**config.mk**
```make
export PLATFORM = sky130hd
export DESIGN_NAME = dbu_debug_uart
export DESIGN_NICKNAME = d
export VERILOG_FILES = /design/src/common/dbu_pkg.sv /design/src/design/dbu_baud_gen.sv /design/src/design/dbu_rx_sync.sv /design/src/design/dbu_debug_uart.sv
export SDC_FILE = /design/constraint.sdc
export NUM_CORES = 1
export LEC_CHECK = 0
export ABC_AREA = 0
export BUFFER_PORTS_ARGS = -buffer_cell sky130_fd_sc_hd__buf_2
export CELL_PAD_IN_SITES_DETAIL_PLACEMENT = 1
export CELL_PAD_IN_SITES_GLOBAL_PLACEMENT = 2
export CORE_MARGIN = 4
export CORE_UTILIZATION = 29
export DETAILED_ROUTE_END_ITERATION = 10
export GPL_TIMING_DRIVEN = 0
export PLACE_DENSITY_LB_ADDON = 0.1
export SLEW_MARGIN = 20
export SYNTH_ARGS = -nofsm -noshare
export SYNTH_HDL_FRONTEND = slang
export SYNTH_HIERARCHICAL = 1
export SYNTH_SLANG_ARGS = --single-unit
```
**constraint.sdc**
```tcl
create_clock -name clk_sys -period 4.3 [get_ports clk_sys]
set_clock_uncertainty 0.2 [all_clocks]
set_input_delay 0.43 -clock clk_sys [delete_from_list [all_inputs] [get_ports clk_sys]]
set_output_delay 0.43 -clock clk_sys [all_outputs]
set_load 0.02 [all_outputs]
```
**src/common/dbu_pkg.sv**
```systemverilog
package dbu_pkg;

   // register byte offsets
   localparam logic [7:0] CMD_OFS = 8'h00;
   localparam logic [7:0] FMT_OFS = 8'h04;
   localparam logic [7:0] FLAGS_OFS = 8'h14;
   localparam logic [7:0] RXHOLD_OFS = 8'h18;
   localparam logic [7:0] DIV_OFS = 8'h20;

   // command register bit positions
   localparam int RX_ABORT_BIT = 2;
   localparam int RX_ON_BIT = 4;
   localparam int RX_OFF_BIT = 5;
   localparam int FLAGS_CLR_BIT = 8;

   // format register fields
   localparam int PAR_LSB = 9;
   localparam int PAR_W = 3;
   localparam int FORCE_TRST_BIT = 16;

   // flags register bit positions
   localparam int READY_BIT = 0;
   localparam int OVERRUN_BIT = 5;
   localparam int FRAME_BIT = 6;
   localparam int PARERR_BIT = 7;

   // parity selections
   localparam logic [2:0] PAR_EVEN = 3'h0;
   localparam logic [2:0] PAR_ODD = 3'h1;
   localparam logic [2:0] PAR_SPACE = 3'h2;
   localparam logic [2:0] PAR_MARK = 3'h3;
   localparam logic [2:0] PAR_NONE = 3'h4;

   // values after reset
   localparam logic [2:0] PAR_RST = 3'h0;
   localparam logic [15:0] DIV_RST = 16'h0000;

   // counts of sampling ticks and the index of the last data bit
   localparam logic [3:0] OVERSAMPLE_LAST = 4'hf;
   localparam logic [4:0] START_MIN_TICKS = 5'h07;
   localparam logic [4:0] FIRST_SAMPLE_TICKS = 5'h18;
   localparam logic [4:0] BIT_TICKS = 5'h10;
   localparam logic [2:0] LAST_DATA_BIT = 3'h7;

   typedef enum logic [2:0] {
      RX_OFF = 3'b000,
      RX_HUNT = 3'b001,
      RX_START = 3'b011,
      RX_DATA = 3'b010,
      RX_PARITY = 3'b110,
      RX_STOP = 3'b111
   } dbu_rx_state_type;

   typedef struct packed {
      logic ready;
      logic overrun;
      logic parity_err;
      logic frame_err;
   } dbu_flags_type;

   typedef struct packed {
      logic [2:0] parity_select;
      logic force_test_reset;
   } dbu_format_type;

   // parity bit the line should carry for this data and selection
   function automatic logic parity_expect(input logic [7:0] data,
                                          input logic [2:0] sel);
      logic p;
      p = 1'b0;
      case (sel)
         PAR_EVEN: p = ^data;
         PAR_ODD: p = ~(^data);
         PAR_SPACE: p = 1'b0;
         PAR_MARK: p = 1'b1;
         default: p = 1'b0;
      endcase
      return p;
   endfunction

endpackage

```
**src/design/dbu_baud_gen.sv**
```systemverilog
`timescale 1ns/1ps
module dbu_baud_gen (
   // clock and reset
   input wire logic clk_sys,
   input wire logic rst_b,
   // divisor
   input wire logic [15:0] baud_divisor,
   // ticks
   output logic sample_tick,
   output logic baud_tick
);

   logic [15:0] count_r;
   logic [15:0] count_nxt;
   logic [3:0] sub_r;
   logic [3:0] sub_nxt;
   logic sample_r;
   logic sample_nxt;
   logic baud_r;
   logic baud_nxt;

   always_comb
   begin
      count_nxt = count_r;
      sub_nxt = sub_r;
      sample_nxt = 1'b0;
      baud_nxt = 1'b0;
      // (RQ2) zero stops clock
      if (baud_divisor == 16'h0000)
      begin
         count_nxt = 16'h0000;
         sub_nxt = 4'h0;
      end
      // (RQ20) reload down-counter
      else if (count_r == 16'h0000)
      begin
         count_nxt = baud_divisor - 16'h0001;
         sample_nxt = 1'b1;
         // (RQ1) further divide by 16
         sub_nxt = sub_r + 4'h1;
         baud_nxt = (sub_r == dbu_pkg::OVERSAMPLE_LAST);
      end
      else
      begin
         // (RQ3) any divisor counts down
         count_nxt = count_r - 16'h0001;
      end
   end

   always_ff @(posedge clk_sys)
   begin
      if (!rst_b)
      begin
         count_r <= 16'h0000;
         sub_r <= 4'h0;
         sample_r <= 1'b0;
         baud_r <= 1'b0;
      end
      else
      begin
         count_r <= count_nxt;
         sub_r <= sub_nxt;
         sample_r <= sample_nxt;
         baud_r <= baud_nxt;
      end
   end

   assign sample_tick = sample_r;
   assign baud_tick = baud_r;

endmodule

```
**src/design/dbu_rx_sync.sv**
```systemverilog
`timescale 1ns/1ps
module dbu_rx_sync (
   // clock and reset
   input wire logic clk_sys,
   input wire logic rst_b,
   // pin and cleaned level
   input wire logic pin_in,
   output logic level_out
);

   logic [2:0] sync_r;
   logic [2:0] sync_nxt;
   logic level_r;
   logic level_nxt;

   // idle line is high, so reset to high to avoid a false start
   always_comb
   begin
      sync_nxt = {sync_r[1:0], pin_in};
      level_nxt = level_r;
      if (sync_r[1] == sync_r[2])
      begin
         level_nxt = sync_r[2];
      end
   end

   always_ff @(posedge clk_sys)
   begin
      if (!rst_b)
      begin
         sync_r <= 3'b111;
         level_r <= 1'b1;
      end
      else
      begin
         sync_r <= sync_nxt;
         level_r <= level_nxt;
      end
   end

   assign level_out = level_r;

endmodule

```
**src/design/dbu_debug_uart.sv**
```systemverilog
// Operation
// (RQ1) baud clock is master over 16 times divisor
// (RQ2) divisor zero stops the whole port; the code stops only the sample and baud ticks
// (RQ3) divisors span 1 to 65535 steps
// (RQ4) receiver disabled after reset
// (RQ5) enable command starts start-bit search
// (RQ6) disable stops now or after stop bit
// (RQ7) abort command drops character and disables; a character ending in the abort cycle is still held and flagged ready
// (RQ8) start bit needs low over 7 ticks
// (RQ9) first sample 24 ticks after edge
// (RQ10) later samples every 16 ticks
// (RQ11) async frames, eight data bits, optional parity
// (RQ12) no receive timeout, no time guard
// (RQ13) even, odd, mark, space parity choices
// (RQ14) flag parity, framing and overrun errors
// (RQ15) software can force emulator test reset
// (RQ16) completed character sets ready, read clears
// (RQ17) overrun sticky until flags clear command
// (RQ18) parity mismatch flagged with ready
// (RQ19) zero stop bit flags framing error
// (RQ20) divider is 16-bit reloaded down-counter
`timescale 1ns/1ps
module dbu_debug_uart (
   // clock and reset
   input wire logic clk_sys,
   input wire logic rst_b,
   // apb slave
   input wire logic psel,
   input wire logic penable,
   input wire logic pwrite,
   input wire logic [31:0] paddr,
   input wire logic [31:0] pwdata,
   output logic [31:0] prdata,
   output logic pready,
   output logic pslverr,
   // serial line
   input wire logic serial_rx_line,
   // baud clock for the transmitter side
   output logic baud_tick,
   // debug access block
   output logic emulator_test_reset_force
);

   logic rx_level;
   logic sample_tick;
   logic [7:0] addr;
   logic mapped;
   logic wr_acc;
   logic rd_setup;
   logic rd_hold_acc;
   logic cmd_on;
   logic cmd_off;
   logic cmd_abort;
   logic cmd_clr;
   logic [31:0] rdata;

   logic [31:0] prdata_r;
   logic [31:0] prdata_nxt;
   logic [15:0] baud_divisor_reg_r;
   logic [15:0] baud_divisor_reg_nxt;
   dbu_pkg::dbu_format_type fmt_r;
   dbu_pkg::dbu_format_type fmt_nxt;

   dbu_pkg::dbu_rx_state_type st_r;
   dbu_pkg::dbu_rx_state_type st_nxt;
   logic en_r;
   logic en_nxt;
   logic [4:0] cnt_r;
   logic [4:0] cnt_nxt;
   logic [4:0] cnt_inc;
   logic [2:0] bit_r;
   logic [2:0] bit_nxt;
   logic [7:0] shift_r;
   logic [7:0] shift_nxt;
   logic par_bit_r;
   logic par_bit_nxt;
   logic [7:0] hold_r;
   logic [7:0] hold_nxt;
   dbu_pkg::dbu_flags_type flags_r;
   dbu_pkg::dbu_flags_type flags_nxt;

   dbu_rx_sync u_rx_sync (
      .clk_sys(clk_sys),
      .rst_b(rst_b),
      .pin_in(serial_rx_line),
      .level_out(rx_level)
   );

   dbu_baud_gen u_baud_gen (
      .clk_sys(clk_sys),
      .rst_b(rst_b),
      .baud_divisor(baud_divisor_reg_r),
      .sample_tick(sample_tick),
      .baud_tick(baud_tick)
   );

   // bus decode
   assign addr = paddr[7:0];
   // (RQ12) no timeout or guard registers
   assign mapped = (paddr[31:8] == 24'h000000) && (addr[1:0] == 2'b00) &&
                   ((addr == dbu_pkg::CMD_OFS) ||
                    (addr == dbu_pkg::FMT_OFS) ||
                    (addr == dbu_pkg::FLAGS_OFS) ||
                    (addr == dbu_pkg::RXHOLD_OFS) ||
                    (addr == dbu_pkg::DIV_OFS));
   assign wr_acc = psel && penable && pwrite && mapped;
   assign rd_setup = psel && !penable && !pwrite;
   assign rd_hold_acc = psel && penable && !pwrite &&
                        (addr == dbu_pkg::RXHOLD_OFS) && mapped;
   assign pready = 1'b1;
   assign pslverr = psel && penable && !mapped;

   // commands are one-cycle pulses on a control write
   assign cmd_on = wr_acc && (addr == dbu_pkg::CMD_OFS) &&
                   pwdata[dbu_pkg::RX_ON_BIT];
   assign cmd_off = wr_acc && (addr == dbu_pkg::CMD_OFS) &&
                    pwdata[dbu_pkg::RX_OFF_BIT];
   assign cmd_abort = wr_acc && (addr == dbu_pkg::CMD_OFS) &&
                      pwdata[dbu_pkg::RX_ABORT_BIT];
   assign cmd_clr = wr_acc && (addr == dbu_pkg::CMD_OFS) &&
                    pwdata[dbu_pkg::FLAGS_CLR_BIT];

   // read mux, captured in the setup cycle so prdata is a flop
   always_comb
   begin
      rdata = 32'h00000000;
      if (mapped)
      begin
         case (addr)
            dbu_pkg::FMT_OFS:
            begin
               rdata[dbu_pkg::PAR_LSB +: dbu_pkg::PAR_W] = fmt_r.parity_select;
               rdata[dbu_pkg::FORCE_TRST_BIT] = fmt_r.force_test_reset;
            end
            dbu_pkg::FLAGS_OFS:
            begin
               rdata[dbu_pkg::READY_BIT] = flags_r.ready;
               rdata[dbu_pkg::OVERRUN_BIT] = flags_r.overrun;
               rdata[dbu_pkg::FRAME_BIT] = flags_r.frame_err;
               rdata[dbu_pkg::PARERR_BIT] = flags_r.parity_err;
            end
            dbu_pkg::RXHOLD_OFS: rdata[7:0] = hold_r;
            dbu_pkg::DIV_OFS: rdata[15:0] = baud_divisor_reg_r;
            default: rdata = 32'h00000000;
         endcase
      end
   end

   // configuration registers
   always_comb
   begin
      prdata_nxt = prdata_r;
      baud_divisor_reg_nxt = baud_divisor_reg_r;
      fmt_nxt = fmt_r;
      if (rd_setup)
      begin
         prdata_nxt = rdata;
      end
      if (wr_acc && (addr == dbu_pkg::DIV_OFS))
      begin
         baud_divisor_reg_nxt = pwdata[15:0];
      end
      if (wr_acc && (addr == dbu_pkg::FMT_OFS))
      begin
         // (RQ13) parity selection stored
         fmt_nxt.parity_select = pwdata[dbu_pkg::PAR_LSB +: dbu_pkg::PAR_W];
         fmt_nxt.force_test_reset = pwdata[dbu_pkg::FORCE_TRST_BIT];
      end
   end

   always_ff @(posedge clk_sys)
   begin
      if (!rst_b)
      begin
         prdata_r <= 32'h00000000;
         baud_divisor_reg_r <= dbu_pkg::DIV_RST;
         fmt_r.parity_select <= dbu_pkg::PAR_RST;
         fmt_r.force_test_reset <= 1'b0;
      end
      else
      begin
         prdata_r <= prdata_nxt;
         baud_divisor_reg_r <= baud_divisor_reg_nxt;
         fmt_r <= fmt_nxt;
      end
   end

   assign prdata = prdata_r;
   // (RQ15) force test reset output
   assign emulator_test_reset_force = fmt_r.force_test_reset;

   // receiver
   assign cnt_inc = cnt_r + 5'h01;

   always_comb
   begin
      st_nxt = st_r;
      en_nxt = en_r;
      cnt_nxt = cnt_r;
      bit_nxt = bit_r;
      shift_nxt = shift_r;
      par_bit_nxt = par_bit_r;
      hold_nxt = hold_r;
      flags_nxt = flags_r;
      // (RQ16) holding read clears ready
      if (rd_hold_acc)
      begin
         flags_nxt.ready = 1'b0;
      end
      // (RQ17) clear command drops sticky errors
      if (cmd_clr)
      begin
         flags_nxt.overrun = 1'b0;
         flags_nxt.parity_err = 1'b0;
         flags_nxt.frame_err = 1'b0;
      end
      // disable wins when both commands arrive together
      if (cmd_on)
      begin
         en_nxt = 1'b1;
      end
      if (cmd_off)
      begin
         en_nxt = 1'b0;
      end
      case (st_r)
         dbu_pkg::RX_OFF:
         begin
            // (RQ5) enable starts the search
            if (en_nxt)
            begin
               st_nxt = dbu_pkg::RX_HUNT;
            end
         end
         dbu_pkg::RX_HUNT:
         begin
            // (RQ6) idle disable stops at once
            if (!en_nxt)
            begin
               st_nxt = dbu_pkg::RX_OFF;
            end
            else if (sample_tick && !rx_level)
            begin
               st_nxt = dbu_pkg::RX_START;
               cnt_nxt = 5'h00;
            end
         end
         dbu_pkg::RX_START:
         begin
            if (sample_tick)
            begin
               // (RQ8) short low is a glitch
               if (rx_level && (cnt_inc <= dbu_pkg::START_MIN_TICKS))
               begin
                  st_nxt = dbu_pkg::RX_HUNT;
               end
               // (RQ9) first sample at 24 ticks
               else if (cnt_inc == dbu_pkg::FIRST_SAMPLE_TICKS)
               begin
                  shift_nxt = {rx_level, shift_r[7:1]};
                  bit_nxt = 3'h1;
                  cnt_nxt = 5'h00;
                  st_nxt = dbu_pkg::RX_DATA;
               end
               else
               begin
                  cnt_nxt = cnt_inc;
               end
            end
         end
         dbu_pkg::RX_DATA:
         begin
            // (RQ10) one sample per 16 ticks
            if (sample_tick)
            begin
               cnt_nxt = cnt_inc;
               if (cnt_inc == dbu_pkg::BIT_TICKS)
               begin
                  cnt_nxt = 5'h00;
                  shift_nxt = {rx_level, shift_r[7:1]};
                  bit_nxt = bit_r + 3'h1;
                  // (RQ11) eight bits then parity or stop
                  if (bit_r == dbu_pkg::LAST_DATA_BIT)
                  begin
                     if (fmt_r.parity_select < dbu_pkg::PAR_NONE)
                     begin
                        st_nxt = dbu_pkg::RX_PARITY;
                     end
                     else
                     begin
                        st_nxt = dbu_pkg::RX_STOP;
                     end
                  end
               end
            end
         end
         dbu_pkg::RX_PARITY:
         begin
            if (sample_tick)
            begin
               cnt_nxt = cnt_inc;
               if (cnt_inc == dbu_pkg::BIT_TICKS)
               begin
                  cnt_nxt = 5'h00;
                  par_bit_nxt = rx_level;
                  st_nxt = dbu_pkg::RX_STOP;
               end
            end
         end
         dbu_pkg::RX_STOP:
         begin
            if (sample_tick)
            begin
               cnt_nxt = cnt_inc;
               if (cnt_inc == dbu_pkg::BIT_TICKS)
               begin
                  cnt_nxt = 5'h00;
                  hold_nxt = shift_r;
                  // (RQ16) set wins over read clear
                  flags_nxt.ready = 1'b1;
                  // (RQ14) error detection on each character
                  // (RQ17) overrun when ready still set
                  if (flags_r.ready)
                  begin
                     flags_nxt.overrun = 1'b1;
                  end
                  // (RQ18) parity compare
                  if ((fmt_r.parity_select < dbu_pkg::PAR_NONE) &&
                      (par_bit_r != dbu_pkg::parity_expect(shift_r,
                                       fmt_r.parity_select)))
                  begin
                     flags_nxt.parity_err = 1'b1;
                  end
                  // (RQ19) low stop bit
                  if (!rx_level)
                  begin
                     flags_nxt.frame_err = 1'b1;
                  end
                  // (RQ6) late disable takes effect here
                  if (en_nxt)
                  begin
                     st_nxt = dbu_pkg::RX_HUNT;
                  end
                  else
                  begin
                     st_nxt = dbu_pkg::RX_OFF;
                  end
               end
            end
         end
         default:
         begin
            st_nxt = dbu_pkg::RX_OFF;
         end
      endcase
      // (RQ7) abort overrides the receiver state, but not a same-cycle hold or flag update
      if (cmd_abort)
      begin
         st_nxt = dbu_pkg::RX_OFF;
         en_nxt = 1'b0;
         cnt_nxt = 5'h00;
         bit_nxt = 3'h0;
         shift_nxt = 8'h00;
         par_bit_nxt = 1'b0;
      end
   end

   always_ff @(posedge clk_sys)
   begin
      // (RQ4) disabled after reset
      if (!rst_b)
      begin
         st_r <= dbu_pkg::RX_OFF;
         en_r <= 1'b0;
         cnt_r <= 5'h00;
         bit_r <= 3'h0;
         shift_r <= 8'h00;
         par_bit_r <= 1'b0;
         hold_r <= 8'h00;
         flags_r <= '0;
      end
      else
      begin
         st_r <= st_nxt;
         en_r <= en_nxt;
         cnt_r <= cnt_nxt;
         bit_r <= bit_nxt;
         shift_r <= shift_nxt;
         par_bit_r <= par_bit_nxt;
         hold_r <= hold_nxt;
         flags_r <= flags_nxt;
      end
   end

endmodule

```
==> impl_metrics.yaml <==
clock_tree:
  clock_sinks: 96
  cts-root-buf: "clkbuf_16"
  holdBufCountCts: 0
  cts_resized: 0
  h-tree-depth: 3
  tritoncts: "done"
  cts_made_buffers: 9
  cts_buffer_depth: 2
  post_cts_buffers: 0
  cts.clk_slew.worst_paths_ns: 0.07
  clkLatencyLatePin_ns: 0.35
synthesis:
  yosys_register_bits: 96
  synth_area_leaders: "dfxtp_1 (38%), nand2_1 (5.1%), mux2i_1 (5.0%)"
  yosys_warnings: 6
  synth_ff_type: "dfxtp_1"
  synth_seq_area_share_pct: 38.0
  syn_inst: 587
  synth-edff-count: 0
  ys_types: 70
  yosysTopAreaCellShare_pct: 38.0
  yosys.area.top_type: "dfxtp_1"
  syn_area_mm2: 0.00505
  ys_async_sr_fraction_pct: 0
  avgSynthCellArea_um2: 8.61
floorplan:
  io_pins: 106
  start_util_pct: 29.4
  core_mm2: 0.0172
  die_area_mm2: 0.0196
  die_x_um: 140
  row_count: 48
  dieHeight_um: 140
placement:
  place.detailed.hpwl_um: 12600
  dpl.cell_count: 899
  placedInstanceArea_mm2: 0.00575
  io_buffer_count: 73
  pre_cts_ws_ns: 0.576
  place.gp.congestion: 0.795
min_path:
  hold_path_depth: 2
  hold_path_class: "input pin to flop"
sta:
  drv_slew: 0
  fmax_ghz: 0.268
  hold_viol_final: 0
  rsz0062_at_grt: "false"
  slew_headroom_pct: 35.1
  timing.hold.ws_ns: 0.0858
  tightest_slew_ns: 0.960
  setup_slack_ns: 0.571
  fin_crit_ns: 3.73
  period_share_pct: 86.7
  finalSetupTns_ns: 0
  setup_viol: 0
final_layout:
  layout.cells.non_filler: 915
  drive_gt1_share_pct: 19.6
  nNetsFinal: 761
  syn2layout_area_growth_pct: 20.0
  antennaDiodeCount: 0
  fin_area_mm2: 0.00607
  fill_cells: 2123
  final_core_utilization_pct: 35.3
  final_common_cell: "dfxtp_1"
  layout_common_cells: "dfxtp_1 (96), buf_2 (77), nand2_1 (68), nor2_1 (49), nor2b_1 (29)"
setup_path:
  required_ns: 4.32
  crit_type: "flop to flop"
  crit_path_end_kind: "flop"
  cp-start-kind: "flop"
  cp.arrival_ns: 3.75
  crit_fanout: 10
  critical_path.max_stage_delay_ns: 0.46
  cp_slowest_cell: "a311o_1"
  path_cells: "or3_1, clkbuf_1, or4_4, buf_6, nor2_8, a21oi_1, ha_1, or3b_1, or3_1, a311o_1, nor4_1, nor3_2"
  worst_r2r_path_depth: 12
  path_common_cell: "or3_1"
pwr:
  switching_power_mw: 0.426
  p_total_mw: 1.83
  switching_share_pct: 23.3
  power_frac_clock_pct: 46.3
  seq_power_share_pct: 48.6
  intPower_mw: 1.40
  pwr_density_cell_mw_per_mm2: 302
  pwr-share-comb_pct: 5.1
  ir_worst_vdd_uv: 171
  power.leakage_nw: 2.45
routing:
  drcViolationCount: 0
  dr.pass1.iters: 4
  via_per_inst: 5.08
  drt_iter0_markers: 184
  route.vias.total: 4648
  drt-total-wl_um: 16100
  ant_nets: 0
  wl_per_cell_um: 17.6
grt:
  gr-usage-all-layers_pct: 16.5
  antenna_found_initial: 0
  grt_pass1_vias: 4727
  grt_max_degree: 18
  grt_overflow_total: 0
  grt_pass1_wl_um: 25800
outcome:
  outcome: "complete, no violations"
job:
  maxCapViolations: 0
## per-layer routing
| metal | vias to the layer above | track usage [%] | share of wire, % |
|---|---|---|---|
| li1 | 2287 | - | - |
| met1 | 2281 | 21.7 | 47 |
| met2 | 71 | 28.3 | 49 |
| met3 | 9 | 3.86 | 3.9 |
| met4 | 0 | 2.45 | 0.63 |
| met5 | - | 0 | 0 |
## critical path: cells and delay by family, from the launching register on
family,cells,cell delay (ns)
adders and majority gates,1,0.20
buffers and inverters,2,0.46
AOI/OAI and AO/OA,2,0.63
and+or+nand+nor,7,1.66
DFF,1,0.43
## final timing paths
| path | startpoint | to | slack (ns) |
|---|---|---|---|
| worst max-delay path | u_baud_gen/count_r[4] | u_baud_gen/count_r[14] | 0.57 |
| worst min register to register | u_rx_sync/sync_r[0] | u_rx_sync/sync_r[1] | 0.21 |
| worst max register to register | u_baud_gen/count_r[4] | u_baud_gen/count_r[14] | 0.57 |
| worst min-delay path | serial_rx_line | u_rx_sync/sync_r[0] | 0.09 |
## kinds of logic (layout without fill, tap and decap cells)
group	count (synthesis)	in the layout	synth area share, %
other cells	2	16	0.149
compound gates	128	128	18.6
simple gates	260	260	28.1
buf+inv	50	139	5.15
mux	26	26	5.17
flops	96	96	38.0
fa+ha+maj	6	6	1.49
xor+xnor	19	19	3.29
## cells in the mapped netlist, drive strengths merged, types with 6 or more instances
library cell  count
ha                6
buf              23
nor4             18
inv               7
nand2b            9
a31oi            10
dfxtp            96
a22oi            14
nand2            68
mux2i            25
nand3            19
a21boi           25
or4               6
a21oi            18
a211oi            7
a22o             10
or3              13
nor2             50
nor2b            29
o21ai            18
nor3             22
clkbuf           20
xnor2            14
## cell type report
type	count	area, um^2	area share, %
clock buffer	10	239	3.94
clock inverter	6	73.8	1.22
buffer	43	234	3.86
tap	225	282	4.64
timing repair buffer	73	365	6.02
inverter	7	26.3	0.433
multi-input combinational	455	2920	48.2
sequential	96	1920	31.7
## flip-flops by register name (all words and copies together) (netlist names), 4 cells and up
name / count
shift_r: 8
baud_divisor_reg_r: 16
prdata: 17
flags_r: 4
u_baud_gen/sub_r: 4
hold_r: 8
u_baud_gen/count_r: 16
cnt_r: 5
## power by group through the flow
stage | registers [mW] | logic [mW] | clock network (mW)
floorplan | 0.910 | 0.0494 | 0
global placement | 0.911 | 0.0935 | 0
detailed placement | 0.911 | 0.0944 | 0
CTS | 0.890 | 0.0946 | 0.880
global route | 0.890 | 0.103 | 0.919
finish | 0.890 | 0.0941 | 0.848
Note: power is estimated with default switching activity, not from simulation.
